$ cat config.mk
export PLATFORM = sky130hd
export DESIGN_NAME = ump_serial
export DESIGN_NICKNAME = d
export VERILOG_FILES = /design/src/verilog/ump_pkg.sv /design/src/verilog/ump_rx_fifo.sv /design/src/verilog/ump_baud_gen.sv /design/src/verilog/ump_serial.sv
export SDC_FILE = /design/constraint.sdc
export NUM_CORES = 1
export LEC_CHECK = 0
export ABC_AREA = 1
export BUFFER_PORTS_ARGS = -buffer_cell sky130_fd_sc_hd__buf_2
export CAP_MARGIN = 30
export CELL_PAD_IN_SITES_DETAIL_PLACEMENT = 1
export CELL_PAD_IN_SITES_GLOBAL_PLACEMENT = 1
export CORE_MARGIN = 1
export CORE_UTILIZATION = 43
export CTS_CLUSTER_SIZE = 28
export DETAILED_ROUTE_END_ITERATION = 8
export GPL_ROUTABILITY_DRIVEN = 0
export PLACE_DENSITY_LB_ADDON = 0.1
export REMOVE_ABC_BUFFERS = 1
export SKIP_CTS_REPAIR_TIMING = 1
export SLEW_MARGIN = 20
export SYNTH_ARGS = -nofsm -noshare
export SYNTH_HDL_FRONTEND = slang
export SYNTH_SLANG_ARGS = --single-unit
$ cat constraint.sdc
create_clock -name clk_sys -period 3.1 [get_ports clk_sys]
set_clock_uncertainty 0.15 [all_clocks]
set_input_delay 0.93 -clock clk_sys [delete_from_list [all_inputs] [get_ports clk_sys]]
set_output_delay 0.93 -clock clk_sys [all_outputs]
set_load 0.05 [all_outputs]
$ cat src/verilog/ump_pkg.sv
// constants and carrier types of the multi-processor serial port
// assumes a single system clock and an apb3 register slave
package ump_pkg;

	// ----------------------------------------
	// register byte addresses
	// ----------------------------------------
	localparam logic [7:0] UMP_ADDR_CTRL_STATUS_A = 8'hc0;
	localparam logic [7:0] UMP_ADDR_DATA_BUFFER = 8'hc4;
	localparam logic [7:0] UMP_ADDR_CTRL_B = 8'hc8;
	localparam logic [7:0] UMP_ADDR_BAUD = 8'hcc;

	// ----------------------------------------
	// field positions
	// ----------------------------------------
	localparam int UMP_BIT_RXC = 7;
	localparam int UMP_BIT_TXC = 6;
	localparam int UMP_BIT_DOUBLE = 1;
	localparam int UMP_BIT_FILTER = 0;
	localparam int UMP_BIT_RXEN = 0;
	localparam int UMP_BIT_TXEN = 1;
	localparam int UMP_POS_CSIZE = 2;
	localparam int UMP_POS_PARITY = 5;
	localparam int UMP_BIT_STOP2 = 7;
	localparam int UMP_BIT_RX9 = 8;
	localparam int UMP_BIT_TX9 = 9;

	// ----------------------------------------
	// reset values and codes
	// ----------------------------------------
	localparam logic [7:0] UMP_RST_CTRL_STATUS_A = 8'h20;
	localparam logic [2:0] UMP_RST_CSIZE = 3'h3;
	localparam logic [2:0] UMP_CSIZE_NINE = 3'h7;
	localparam int UMP_DIV_W = 12;
	localparam logic [11:0] UMP_RST_DIVISOR = 12'h000;

	// ----------------------------------------
	// timing counts
	// ----------------------------------------
	localparam logic [4:0] UMP_SAMPLES_NORMAL = 5'h10;
	localparam logic [4:0] UMP_SAMPLES_DOUBLE = 5'h08;
	localparam logic [4:0] UMP_VOTE_NORMAL = 5'h08;
	localparam logic [4:0] UMP_VOTE_DOUBLE = 5'h04;
	localparam int UMP_RX_DEPTH = 2;

	typedef struct packed {
		logic ninth;
		logic [7:0] data;
		logic frameErr;
		logic parityErr;
	} ump_rx_entry_t;

	typedef enum logic [1:0] {
		RX_IDLE = 2'b00,
		RX_START = 2'b01,
		RX_DATA = 2'b11,
		RX_STOP = 2'b10
	} ump_rx_state_t;

	typedef enum logic {
		TX_IDLE = 1'b0,
		TX_SHIFT = 1'b1
	} ump_tx_state_t;

endpackage

$ cat src/verilog/ump_rx_fifo.sv
// small receive fifo, read data held in a register
// assumes push only when not full; pop on empty is ignored
`timescale 1ns/100ps
module ump_rx_fifo #(
	parameter int WIDTH = 11,
	parameter int DEPTH = 2
) (
	input wire logic clk_sys,
	input wire logic rst_n,
	input wire logic flush,
	input wire logic push,
	input wire logic [WIDTH-1:0] pushData,
	input wire logic pop,
	output logic [WIDTH-1:0] headData,
	output logic headValid,
	output logic full
);
	localparam int PW = (DEPTH > 1) ? $clog2(DEPTH) : 1;
	localparam int CW = $clog2(DEPTH + 1);
	localparam logic [PW-1:0] LAST = PW'(DEPTH - 1);
	localparam logic [CW-1:0] CFULL = CW'(DEPTH);

	logic [WIDTH-1:0] mem [DEPTH];
	logic [PW-1:0] wrPtr;
	logic [PW-1:0] rdPtr;
	logic [CW-1:0] count;
	logic doPush;
	logic doPop;

	assign doPush = push && (count != CFULL);
	assign doPop = pop && (count != '0);
	assign full = (count == CFULL);

	always_ff @(posedge clk_sys) begin
		if (doPush) begin
			mem[wrPtr] <= pushData;
		end
	end

	always_ff @(posedge clk_sys) begin
		if (!rst_n || flush) begin
			wrPtr <= '0;
			rdPtr <= '0;
			count <= '0;
		end else begin
			if (doPush) begin
				wrPtr <= (wrPtr == LAST) ? '0 : wrPtr + PW'(1);
			end
			if (doPop) begin
				rdPtr <= (rdPtr == LAST) ? '0 : rdPtr + PW'(1);
			end
			count <= count + CW'(doPush) - CW'(doPop);
		end
	end

	// head follows the pointers one cycle later
	always_ff @(posedge clk_sys) begin
		if (!rst_n || flush) begin
			headData <= '0;
			headValid <= 1'b0;
		end else begin
			headData <= mem[rdPtr];
			headValid <= (count != '0);
		end
	end

endmodule

$ cat src/verilog/ump_baud_gen.sv
// baud divider: sample tick every divisor+1 clocks, bit tick every 16 or 8 samples
// assumes divisor is static while frames are in flight
`timescale 1ns/100ps
module ump_baud_gen import ump_pkg::*; #(
	parameter int DIV_W = UMP_DIV_W
) (
	input wire logic clk_sys,
	input wire logic rst_n,
	input wire logic [DIV_W-1:0] divisor,
	input wire logic doubleSpeed,
	output logic sampleTick,
	output logic bitTick
);
	logic [DIV_W-1:0] divCnt;
	logic [4:0] sampCnt;
	logic [4:0] perBit;

	assign perBit = doubleSpeed ? UMP_SAMPLES_DOUBLE : UMP_SAMPLES_NORMAL;

	always_ff @(posedge clk_sys) begin
		if (!rst_n) begin
			divCnt <= '0;
			sampCnt <= '0;
			sampleTick <= 1'b0;
			bitTick <= 1'b0;
		end else begin
			sampleTick <= (divCnt == '0);
			bitTick <= 1'b0;
			if (divCnt == '0) begin
				divCnt <= divisor;
				if (sampCnt >= perBit - 5'h01) begin
					sampCnt <= '0;
					bitTick <= 1'b1;
				end else begin
					sampCnt <= sampCnt + 5'h01;
				end
			end else begin
				divCnt <= divCnt - DIV_W'(1);
			end
		end
	end

endmodule

$ cat src/verilog/ump_serial.sv
// multi-processor serial port: apb registers, transmitter, receiver, status flags
// assumes apb3 master on clk_sys; serial_in_pin is asynchronous
//
// What this block does
// - with the filter on, non-address frames are dropped before the receive buffer
// - for 5 to 8 data bits the first stop bit gives the frame type
// - for nine data bits the received ninth bit gives the frame type
// - frame type one means address frame, zero means data frame
// - the transmitter ignores the filter setting entirely
// - data location writes go to transmit holding, reads return receive holding
// - unused upper bits are ignored on transmit and read as zero on receive
// - data writes while the buffer-empty flag is clear are ignored
// - buffered data moves to the shifter when enabled and shifter empty
// - receive buffer is a two-entry fifo that advances on each data read
// - receive complete is set while unread data exists; receiver disable flushes
// - transmit complete sets after the last frame leaves; clears on ack or write one
// - buffer-empty flag is one when holding is free, and after reset
// - frame error reflects the head character's first stop bit being zero
// - overrun sets when fifo full, character waiting, and a new start arrives
// - parity error reflects head character mismatch when parity checking was on
// - double speed changes the samples per bit from 16 to 8
// - receive complete, transmit complete and buffer empty drive request outputs
// - disabling the receiver flushes the fifo and clears the error flags
`timescale 1ns/100ps
module ump_serial import ump_pkg::*; #(
	parameter int DIV_W = UMP_DIV_W
) (
	input wire logic clk_sys,
	input wire logic rst_n,
	input wire logic psel,
	input wire logic penable,
	input wire logic pwrite,
	input wire logic [7:0] paddr,
	input wire logic [31:0] pwdata,
	output logic [31:0] prdata,
	output logic pready,
	output logic pslverr,
	input wire logic serial_in_pin,
	output logic serial_out_pin,
	input wire logic txCompleteAck,
	output logic rxCompleteReq,
	output logic txCompleteReq,
	output logic txEmptyReq
);
	// ----------------------------------------
	// helpers and state
	// ----------------------------------------
	function automatic logic [3:0] charBits(input logic [2:0] code);
		charBits = (code == UMP_CSIZE_NINE) ? 4'h9 : {2'b01, code[1:0]} + 4'h1;
	endfunction

	function automatic logic [8:0] charMask(input logic [2:0] code);
		logic [3:0] nb;
		nb = charBits(code);
		charMask = 9'(({9'h000, 1'b1} << nb) - 10'h001);
	endfunction

	logic rxMeta, rxSync, rxPrev, filterEn, doubleSpeed, rxEnable, txEnable, stopBitsSel;
	logic txNinth, sampleTick, bitTick, access, mapped, dataRead, dataWrite, ctrlWrite;
	logic headValid, fifoFull, fifoPush, waitValid, overrunFlag, txCompleteFlag, txBufFull;
	logic v0, v1, vote, parityOn, startSeen, stopDecide, frameType;
	logic [2:0] charSizeSel;
	logic [1:0] parityMode;
	logic [DIV_W-1:0] divisor;
	logic [31:0] readMux;
	ump_rx_entry_t head, waitEntry, newEntry;
	logic [8:0] txHold;
	logic [9:0] rxShift;
	logic [12:0] txShift, txFrame;
	logic [4:0] samp, curSamp, perBit, firstVote;
	logic [3:0] rxIdx, rxBits, txLeft, txLen;
	ump_rx_state_t rxState;
	ump_tx_state_t txState;

	// ----------------------------------------
	// input synchroniser
	// ----------------------------------------
	always_ff @(posedge clk_sys) begin
		if (!rst_n) begin
			rxMeta <= 1'b1;
			rxSync <= 1'b1;
		end else begin
			rxMeta <= serial_in_pin;
			rxSync <= rxMeta;
		end
	end

	// ----------------------------------------
	// apb slave
	// ----------------------------------------
	assign access = psel && penable && !pready;
	assign mapped = (paddr == UMP_ADDR_CTRL_STATUS_A) || (paddr == UMP_ADDR_DATA_BUFFER) ||
		(paddr == UMP_ADDR_CTRL_B) || (paddr == UMP_ADDR_BAUD);
	assign dataRead = access && !pwrite && (paddr == UMP_ADDR_DATA_BUFFER);
	assign dataWrite = access && pwrite && (paddr == UMP_ADDR_DATA_BUFFER);
	assign ctrlWrite = access && pwrite && (paddr == UMP_ADDR_CTRL_STATUS_A);

	always_comb begin
		readMux = 32'h00000000;
		case (paddr)
			UMP_ADDR_CTRL_STATUS_A: begin
				readMux[7:0] = {headValid, txCompleteFlag, !txBufFull,
					headValid && head.frameErr, overrunFlag,
					headValid && head.parityErr, doubleSpeed, filterEn};
			end
			UMP_ADDR_DATA_BUFFER: readMux[7:0] = headValid ? head.data : 8'h00;
			UMP_ADDR_CTRL_B: begin
				readMux[UMP_BIT_RXEN] = rxEnable;
				readMux[UMP_BIT_TXEN] = txEnable;
				readMux[UMP_POS_CSIZE +: 3] = charSizeSel;
				readMux[UMP_POS_PARITY +: 2] = parityMode;
				readMux[UMP_BIT_STOP2] = stopBitsSel;
				readMux[UMP_BIT_RX9] = headValid && head.ninth;
				readMux[UMP_BIT_TX9] = txNinth;
			end
			UMP_ADDR_BAUD: readMux[DIV_W-1:0] = divisor;
			default: readMux = 32'h00000000;
		endcase
	end

	always_ff @(posedge clk_sys) begin
		if (!rst_n) begin
			pready <= 1'b0;
			pslverr <= 1'b0;
			prdata <= 32'h00000000;
		end else begin
			pready <= access;
			pslverr <= access && !mapped;
			if (access) begin
				prdata <= pwrite ? 32'h00000000 : readMux;
			end
		end
	end

	// ----------------------------------------
	// control registers
	// ----------------------------------------
	always_ff @(posedge clk_sys) begin
		if (!rst_n) begin
			filterEn <= UMP_RST_CTRL_STATUS_A[UMP_BIT_FILTER];
			doubleSpeed <= UMP_RST_CTRL_STATUS_A[UMP_BIT_DOUBLE];
			rxEnable <= 1'b0;
			txEnable <= 1'b0;
			charSizeSel <= UMP_RST_CSIZE;
			parityMode <= 2'h0;
			stopBitsSel <= 1'b0;
			txNinth <= 1'b0;
			divisor <= DIV_W'(UMP_RST_DIVISOR);
		end else if (access && pwrite) begin
			if (paddr == UMP_ADDR_CTRL_STATUS_A) begin
				filterEn <= pwdata[UMP_BIT_FILTER];
				doubleSpeed <= pwdata[UMP_BIT_DOUBLE];
			end
			if (paddr == UMP_ADDR_CTRL_B) begin
				rxEnable <= pwdata[UMP_BIT_RXEN];
				txEnable <= pwdata[UMP_BIT_TXEN];
				charSizeSel <= pwdata[UMP_POS_CSIZE +: 3];
				parityMode <= pwdata[UMP_POS_PARITY +: 2];
				stopBitsSel <= pwdata[UMP_BIT_STOP2];
				txNinth <= pwdata[UMP_BIT_TX9];
			end
			if (paddr == UMP_ADDR_BAUD) divisor <= pwdata[DIV_W-1:0];
		end
	end

	ump_baud_gen #(
		.DIV_W(DIV_W)
	) u_baud (
		.clk_sys(clk_sys),
		.rst_n(rst_n),
		.divisor(divisor),
		.doubleSpeed(doubleSpeed),
		.sampleTick(sampleTick),
		.bitTick(bitTick)
	);

	// ----------------------------------------
	// receiver sampling and frame classification
	// ----------------------------------------
	assign perBit = doubleSpeed ? UMP_SAMPLES_DOUBLE : UMP_SAMPLES_NORMAL;
	assign firstVote = doubleSpeed ? UMP_VOTE_DOUBLE : UMP_VOTE_NORMAL;
	assign curSamp = (samp >= perBit) ? 5'h01 : samp + 5'h01;
	assign vote = (v0 & v1) | (v0 & rxSync) | (v1 & rxSync);
	assign rxBits = charBits(charSizeSel);
	assign parityOn = parityMode[1];
	assign startSeen = sampleTick && (rxState == RX_IDLE) && rxPrev && !rxSync;
	assign stopDecide = sampleTick && (rxState == RX_STOP) && (curSamp == firstVote + 5'h02);

	always_ff @(posedge clk_sys) begin
		if (!rst_n || !rxEnable) begin
			rxState <= RX_IDLE;
			rxPrev <= 1'b1;
			samp <= '0;
			v0 <= 1'b1;
			v1 <= 1'b1;
			rxIdx <= '0;
			rxShift <= '0;
		end else if (sampleTick) begin
			rxPrev <= rxSync;
			case (rxState)
				RX_IDLE: begin
					if (rxPrev && !rxSync) begin
						rxState <= RX_START;
						samp <= 5'h01;
						rxIdx <= '0;
						rxShift <= '0;
					end
				end
				default: begin
					samp <= curSamp;
					if (curSamp == firstVote) v0 <= rxSync;
					if (curSamp == firstVote + 5'h01) v1 <= rxSync;
					if (curSamp == firstVote + 5'h02) begin
						case (rxState)
							RX_START: rxState <= vote ? RX_IDLE : RX_DATA;
							RX_DATA: begin
								rxShift[rxIdx] <= vote;
								if (rxIdx == rxBits + 4'(parityOn) - 4'h1) rxState <= RX_STOP;
								rxIdx <= rxIdx + 4'h1;
							end
							default: rxState <= RX_IDLE;
						endcase
					end
				end
			endcase
		end
	end

	always_comb begin
		newEntry.data = 8'(rxShift[8:0] & charMask(charSizeSel));
		newEntry.ninth = (charSizeSel == UMP_CSIZE_NINE) && rxShift[8];
		newEntry.frameErr = !vote;
		newEntry.parityErr = parityOn &&
			((^(rxShift[8:0] & charMask(charSizeSel))) ^ parityMode[0] ^ rxShift[rxBits]);
		frameType = (charSizeSel == UMP_CSIZE_NINE) ? rxShift[8] : vote;
	end

	assign fifoPush = waitValid && !fifoFull;

	always_ff @(posedge clk_sys) begin
		if (!rst_n || !rxEnable) begin
			waitValid <= 1'b0;
			waitEntry <= '0;
		end else if (stopDecide && (!filterEn || frameType)) begin
			waitValid <= 1'b1;
			waitEntry <= newEntry;
		end else if (fifoPush) waitValid <= 1'b0;
	end

	always_ff @(posedge clk_sys) begin
		if (!rst_n || !rxEnable) begin
			overrunFlag <= 1'b0;
		end else if (startSeen && fifoFull && waitValid) begin
			overrunFlag <= 1'b1;
		end else if (dataRead) begin
			overrunFlag <= 1'b0;
		end
	end

	ump_rx_fifo #(
		.WIDTH($bits(ump_rx_entry_t)),
		.DEPTH(UMP_RX_DEPTH)
	) u_rx_fifo (
		.clk_sys(clk_sys),
		.rst_n(rst_n),
		.flush(!rxEnable),
		.push(fifoPush),
		.pushData(waitEntry),
		.pop(dataRead),
		.headData(head),
		.headValid(headValid),
		.full(fifoFull)
	);

	// ----------------------------------------
	// transmitter
	// ----------------------------------------
	always_comb begin
		txFrame = '1;
		txFrame[0] = 1'b0;
		for (int i = 0; i < 9; i++) begin
			if (4'(i) < rxBits) txFrame[i + 1] = txHold[i];
		end
		if (parityOn) begin
			txFrame[rxBits + 4'h1] = (^(txHold & charMask(charSizeSel))) ^ parityMode[0];
		end
		txLen = 4'h2 + rxBits + 4'(parityOn) + 4'(stopBitsSel);
	end

	always_ff @(posedge clk_sys) begin
		if (!rst_n) begin
			txBufFull <= 1'b0;
			txHold <= '0;
		end else if (dataWrite && !txBufFull) begin
			txBufFull <= 1'b1;
			txHold <= {txNinth, pwdata[7:0]};
		end else if (txEnable && txBufFull && (txState == TX_IDLE || (bitTick && txLeft == '0))) begin
			txBufFull <= 1'b0;
		end
	end

	always_ff @(posedge clk_sys) begin
		if (!rst_n) begin
			txState <= TX_IDLE;
			txShift <= '1;
			txLeft <= '0;
			serial_out_pin <= 1'b1;
		end else begin
			case (txState)
				TX_IDLE: begin
					if (txEnable && txBufFull) begin
						txState <= TX_SHIFT;
						txShift <= txFrame;
						txLeft <= txLen;
					end
				end
				default: begin
					if (bitTick) begin
						if (txLeft == '0) begin
							txShift <= txFrame;
							txLeft <= txLen;
							txState <= (txEnable && txBufFull) ? TX_SHIFT : TX_IDLE;
						end else begin
							serial_out_pin <= txShift[0];
							txShift <= {1'b1, txShift[12:1]};
							txLeft <= txLeft - 4'h1;
						end
					end
				end
			endcase
		end
	end

	always_ff @(posedge clk_sys) begin
		if (!rst_n) begin
			txCompleteFlag <= UMP_RST_CTRL_STATUS_A[UMP_BIT_TXC];
		end else if (txState == TX_SHIFT && bitTick && txLeft == '0 && !txBufFull) begin
			txCompleteFlag <= 1'b1;
		end else if (txCompleteAck || (ctrlWrite && pwdata[UMP_BIT_TXC])) begin
			txCompleteFlag <= 1'b0;
		end
	end

	// ----------------------------------------
	// request outputs
	// ----------------------------------------
	always_ff @(posedge clk_sys) begin
		if (!rst_n) begin
			rxCompleteReq <= 1'b0;
			txCompleteReq <= 1'b0;
			txEmptyReq <= 1'b0;
		end else begin
			rxCompleteReq <= headValid;
			txCompleteReq <= txCompleteFlag;
			txEmptyReq <= !txBufFull;
		end
	end

endmodule

; Yosys cells after proc, flatten, opt, wreduce, memory -nomap -nowiden
; Memories as Yosys holds them, arrays and structs flattened. A register that Yosys moved wholly into a read port is not among the register bits.
; Index checks and enable logic that the tools add are counted.
[totals]
regBits = 153
latch_bits = 0
ramBits = 22
mem_bits_ro = 0
input_bits = 47
out_inout_bits = 38
wordCells = 260
mem_count = 1
[memory_table]
columns = name, depth, width, read_ports, rd_ports_with_merged_regs, write_ports, line_no
row1 = u_rx_fifo.mem, 2, 11, 1, 1, 1, ump_rx_fifo.sv:23  ; logic [WIDTH-1:0] mem [DEPTH];
[op_classes]
add_sub_neg = 20
n_mul = 0
div_mod_pow = 0
n_lt_le_gt_ge = 16
eq_ne = 17
n_shift = 1
muxes = 71
bitwise_logic = 13
n_reduce_logical = 76
[ops]
columns = op, count
row1 = $mux W13, 5
row2 = $mux W10, 4
row3 = $mux W4, 10
row4 = $logic_and A1 B1 Y1, 35
row5 = $eq A8 B8 Y1 const B, 4
row6 = $pmux W8 S4, 1
row7 = $mux W1, 30
row8 = $mux W5, 5
row9 = $mux W12, 2
row10 = $and A9 B9 Y9, 2
row11 = $reduce_xor A9 Y1, 2
row12 = $lt A3 B4 Y1 const A, 4
row13 = $reduce_bool A2 Y1, 8
row14 = $lt A4 B5 Y1 const B, 3
row15 = $bwmux W13, 1
row16 = $add A4 B1 Y4, 3
row17 = $logic_not A12 Y1, 1
row18 = $mux W2, 6
row19 = $reduce_and A2 Y1, 6
row20 = $sub A12 B1 Y12 const B, 1
row21 = $add A5 B1 Y5 const B, 2
row22 = $bwmux W10, 1
row23 = $eq A5 B5 Y1, 2
row24 = $ge A5 B5 Y1, 2
row25 = 38 further kinds, 74

; Longest topological paths before layout
[depth]
depth_word = 12
depth_mapped = 17
ltp_nobuf = 17

; Modules after synthesis
; Synthesis repeated with hierarchy kept, for this count alone.
[unflattened]
hier_cells = 1123
area_unflattened_um2 = 8336.7
[by_module_without_submodules]
columns = mod, instances, cells_per_inst, area_per_inst_um2, seq_area_each_um2
row1 = ump_serial, 1, 836, 5825.6, 2182.1
row2 = ump_rx_fifo, 1, 111, 1355.0, 980.9
row3 = ump_baud_gen, 1, 176, 1156.1, 380.4

; Worst setup path before layout
; OpenSTA, ideal clock, no wires.
[synth_path]
path_type = input to register
from = in psel
to = reg u_rx_fifo.count[1]
setup_ns = 0.070
t_arrival_ns = 2.455
required_time_ns = 2.880
path_slack_ns = 0.424
stages = 13
n_path_buf = 0
cell_sequence = nand2_1 -> nor2_1 -> inv_1 -> nor2_1 -> inv_1 -> nor2_1 -> inv_1 -> a21oi_1 -> ha_1 -> inv_1 -> ha_1 -> or2_2 -> a21oi_1
[synth_between]
elab_chain_len = 6
[synth_lines]
columns = item, line_no
row1 = start: declaration, ump_serial.sv:30  ; input wire logic psel,
row2 = $logic_and A1 B1 Y1 (2 in a row), ump_serial.sv:91  ; assign access = psel && penable && !pready;
row3 = $logic_and A1 B1 Y1 (2 in a row), ump_serial.sv:94  ; assign dataRead = access && !pwrite && (paddr == UMP_ADDR_DATA_BUFFER);
row4 = $logic_and A1 B1 Y1, ump_rx_fifo.sv:31  ; assign doPop = pop && (count != '0);
row5 = net u_rx_fifo.doPop, ump_rx_fifo.sv:28  ; logic doPop;
row6 = $sub A2 B1 Y2, ump_rx_fifo.sv:52  ; count <= count + CW'(doPush) - CW'(doPop);
row7 = end signal: assignment, ump_rx_fifo.sv:52
row8 = end: declaration, ump_rx_fifo.sv:26  ; logic [CW-1:0] count;
; The timed path passes the listed nets, and every way through them passes these cells.
; A chain may end at the register's enable or synchronous reset.

; Worst setup path after layout
[layout_path]
from = reg charSizeSel[1]
to = reg rxState[0]
[layout_between]
elab_chain_len = 7
word_cells_on_any_way = 8
cone_classes = add/sub: 3 / eq/ne: 3 / mux: 1 / reduce/logical: 1
[layout_lines]
columns = item, line_no
row1 = start: declaration, ump_serial.sv:62  ; logic [2:0] charSizeSel;
row2 = start signal: assignment, ump_serial.sv:157  ; charSizeSel <= pwdata[UMP_POS_CSIZE +: 3];
row3 = $add A3 B1 Y4 / $eq A3 B3 Y1 (equally long branches), ump_serial.sv:49  ; charBits = (code == UMP_CSIZE_NINE) ? 4'h9 : {2'b01, code[1:0]} + 4'h1;
row4 = $mux W4 *, ump_serial.sv:49
row5 = $add A4 B1 Y4 *, ump_serial.sv:218  ; if (rxIdx == rxBits + 4'(parityOn) - 4'h1) rxState <= RX_STOP;
row6 = $sub A4 B1 Y4 *, ump_serial.sv:218
row7 = $eq A4 B4 Y1 *, ump_serial.sv:218
row8 = $ne A3 B3 Y1 (no line) *, -
row9 = $reduce_and A4 Y1 (no line) *, -
row10 = end signal: assignment, ump_serial.sv:215  ; RX_START: rxState <= vote ? RX_IDLE : RX_DATA;
row11 = end: declaration, ump_serial.sv:72  ; ump_rx_state_t rxState;
; Mark *: on every way between the ends. The rest lies on a longest branch, timed or not.

==> metrics.log <==
INFO  metric fin_nets = approximately 1200
INFO  metric failed_checks = DRC
INFO  metric average_routed_wire_per_standard_cell = approximately 16 um
INFO  metric fp.dieW = 138.9 um
INFO  metric netlist-cell-type-count = ~50
INFO  metric setup_repair_after_global_routing_missed_its_margin = no
INFO  metric leak_pwr = approximately 0.0037 uW
INFO  metric ant_nets = 0
INFO  metric synth-seq-area-share = 0.4396
INFO  metric first_pass_grt_wire_length = about 37000 um
INFO  metric yosys.area.top_type = dfxtp_1
INFO  metric crit_path_top_delay_cell = dfxtp_1
INFO  metric fill_cells = roughly 2300
INFO  metric layout-area-overhead-vs-synth = 12.56%
INFO  metric dp_hpwl = between 15000 and 20000 um
INFO  metric hold_slack = ~270 ps
INFO  metric worstPathMaxFanout = 7
INFO  metric number_of_hold_slack_violations_in_the_final_timing_report = 0
INFO  metric async_reset_ff_frac = 0
INFO  metric cpLargestDelayFamily = simple AND/OR/NAND/NOR gates
INFO  metric post_route_cells_drive_above_1_share = 0.1314
INFO  metric layout_commonest_cell = nand2_1
INFO  metric globalRouteOverflowTotal = 0
INFO  metric initial_utilization = 0.4442
INFO  metric criticalPathCategory = reg -> reg
INFO  metric synth_seq_cells = between 150 and 200
INFO  metric largest_cells_by_area_after_synthesis = dfxtp_1 36%, nand2_1 9.7%, edfxtp_1 8.2%, inv_1 6.0%, a21oi_1 5.9%
INFO  metric timing.max_slew.rel_slack = 0.5163
INFO  metric tightest_slew = approximately 720 ps
INFO  metric cts.root.buffer_cell = clkbuf_16
INFO  metric drt-vias-per-instance = between 5 and 6
INFO  metric maximum_level_of_the_cts_h_tree = 4
INFO  metric timing.critical_path.arrival = about 2900 ps
INFO  metric clockBufferDepth = 2
INFO  metric synth_enable_flop_cells = 22
INFO  metric die_height = between 100 and 150 um
INFO  metric vdd_drop_max = 0.3683 mV
INFO  metric result_of_the_run = finished with violations
INFO  metric io_pins = 85
INFO  metric via_count_of_the_routed_design = approximately 7000
INFO  metric fin_tns_setup = 0 ps
INFO  metric timing.hold.worst.class = reg -> reg
INFO  metric final_period_minus_worst_setup_slack = 2751 ps
INFO  metric power.density = roughly 540 nW/um2
INFO  metric post-route-util = 0.4999
INFO  metric clock-sinks = between 150 and 200
INFO  metric number_of_global_route_vias_before_repair = 7132
INFO  metric worst_path_most_repeated_cell = nor2_1
INFO  metric fin_crit_sh = 0.8875
INFO  metric grt_use_total = 0.2425
INFO  metric setup_violating_endpoint_count_in_the_final_report = 0
INFO  metric synth_flop_cell = dfxtp_1
INFO  metric syn-instance-count = 1056
INFO  metric slew_viol_final = 0
INFO  metric timing.critical_path.slowest_cell_delay = approximately 400 ps
INFO  metric commonest_cells_after_routing_fill_and_taps_aside = 208 x nand2_1, 143 x dfxtp_1, 129 x inv_1, 111 x nor2_1, 95 x a21oi_1
INFO  metric floorplan.core_area = 18150 um2
INFO  metric grt_start_max_net_pins = 25
INFO  metric synth.top_cell.area_share = 0.3577
INFO  metric max_freq = 363.5 MHz
INFO  metric synth.yosys.warnings = 0
INFO  metric drt_drc_violations_left = 2
INFO  metric syn_avg_cell_area = 7.633 um2
INFO  metric initial_antenna_violation_count = 0
INFO  metric detail_route.first_pass.iterations = 8
INFO  metric cts_tree = built
INFO  metric path_clk_slew = approximately 80 ps
INFO  metric critPathBufInv = 2
INFO  metric maxCapViolCount = 0
INFO  metric post_synth_instance_area = 8060 um2
INFO  metric crit_required = 3280 ps
INFO  metric critPathCaptureType = register
INFO  metric cp_cell_sequence = ha_1 > nand2_4 > nand2_2 > inv_1 > ha_1 > ha_1 > nand2_1 > inv_1 > nor4b_1 > nand2_1 > nor2_1 > nor2_1 > nor2_1 > nand2_1 > o21ai_0 > nor2_1
INFO  metric core.rowCount = between 40 and 50
INFO  metric start_kind = register
INFO  metric placed_cells = ~1300
INFO  metric placement.io_buffers = 44
INFO  metric numCtsBuffers = 17
INFO  metric clock_insertion_delay_worst_skew = around 440 ps
INFO  metric final-instance-count-excl-fill = ~1300
INFO  metric first_iter_violations = 345
INFO  metric routed_wirelength = 22090 um
INFO  metric floorplan.die_area = just under 20000 um2
## where the power goes
group | leakage [uW] | switching [uW] | total [uW] | internal (uW)
registers | 0.00131 | 54.9 | 2290 | 2230
logic | 0.00211 | 341 | 503 | 163
clock network | 0.000280 | 1030 | 2110 | 1080
## sequential cells by signal, indices dropped and copies added, names as in the netlist, 10 cells and up
signal	count
divisor	12
u_rx_fifo.mem	22
txShift	13
waitEntry	11
u_baud.divCnt	12
u_rx_fifo.headData	11
rxShift	10
prdata	12
## cells in the mapped netlist, types with 8 or more instances
library cell and n:
nand2_1 208, dfxtp_1 144, inv_1 129, nor2_1 111, a21oi_1 95, nand3_1 57
o21ai_0 51, clkbuf_1 24, edfxtp_1 22, buf_4 21, nand4_1 20, ha_1 19
xor2_1 13, a211oi_1 11, nor3_1 11, a221oi_1 9, o22ai_1 9, o2111ai_1 8
## worst reg2reg max path, delay by kind of cell, from the launching register on
family          cells  cell delay, ps
compound gates      1             190
fa+ha+maj           3             750
buf+inv             2             150
flops               1             400
simple gates       10            1010
## layer usage
layer,track usage,part of all wire,vias to the layer above
li1,-,-,3549
met5,0,0,-
met4,0.07602,0.012,0
met3,0.03798,0.022,17
met2,0.4125,0.49,73
met1,0.3154,0.47,3373
## cell type report
cell class	instances	area, um2	area share
antenna	1	2.502	0.0002758
clock buffer	17	425.4	0.04689
clock inverter	15	156.4	0.01724
inverter	136	511.7	0.05641
multi-input combinational	718	3752	0.4136
sequential	166	3545	0.3907
tap	229	286.5	0.03158
timing repair buffer	67	392.9	0.04330
## through the flow
step | setup WS [ps] | instance area, um2 | power [uW]
5_1_grt | 24.14 | 9070 | 5112
3_3_place_gp | 169.6 | 8487 | 2832
4_1_cts | 295.3 | 9069 | 4946
2_1_floorplan | 294.9 | 7807 | 2701
3_5_place_dp | 83.70 | 8487 | 2835
6_report | 348.7 | 9072 | 4900
## logic make-up (layout without fill, tap and decap cells)
logic type,after synthesis,in the layout,synth area share
and+or+nand+nor,444,444,0.2420
AOI/OAI and AO/OA,211,211,0.1576
xor gates and xnor gates,21,21,0.02375
adders and majority gates,20,20,0.03198
other,2,23,0.0009317
DFF,166,166,0.4396
buffers and inverters,192,235,0.1042
## final timing paths
path / to / from / slack [ps] / cells after the start
min reg2reg: rxSync / rxMeta / 270 / 1
max: rxState[0] / charSizeSel[1] / 350 / 16
min: rxSync / rxMeta / 270 / 1
max reg2reg: rxState[0] / charSizeSel[1] / 350 / 16
Note: power is estimated with default switching activity, not from simulation.
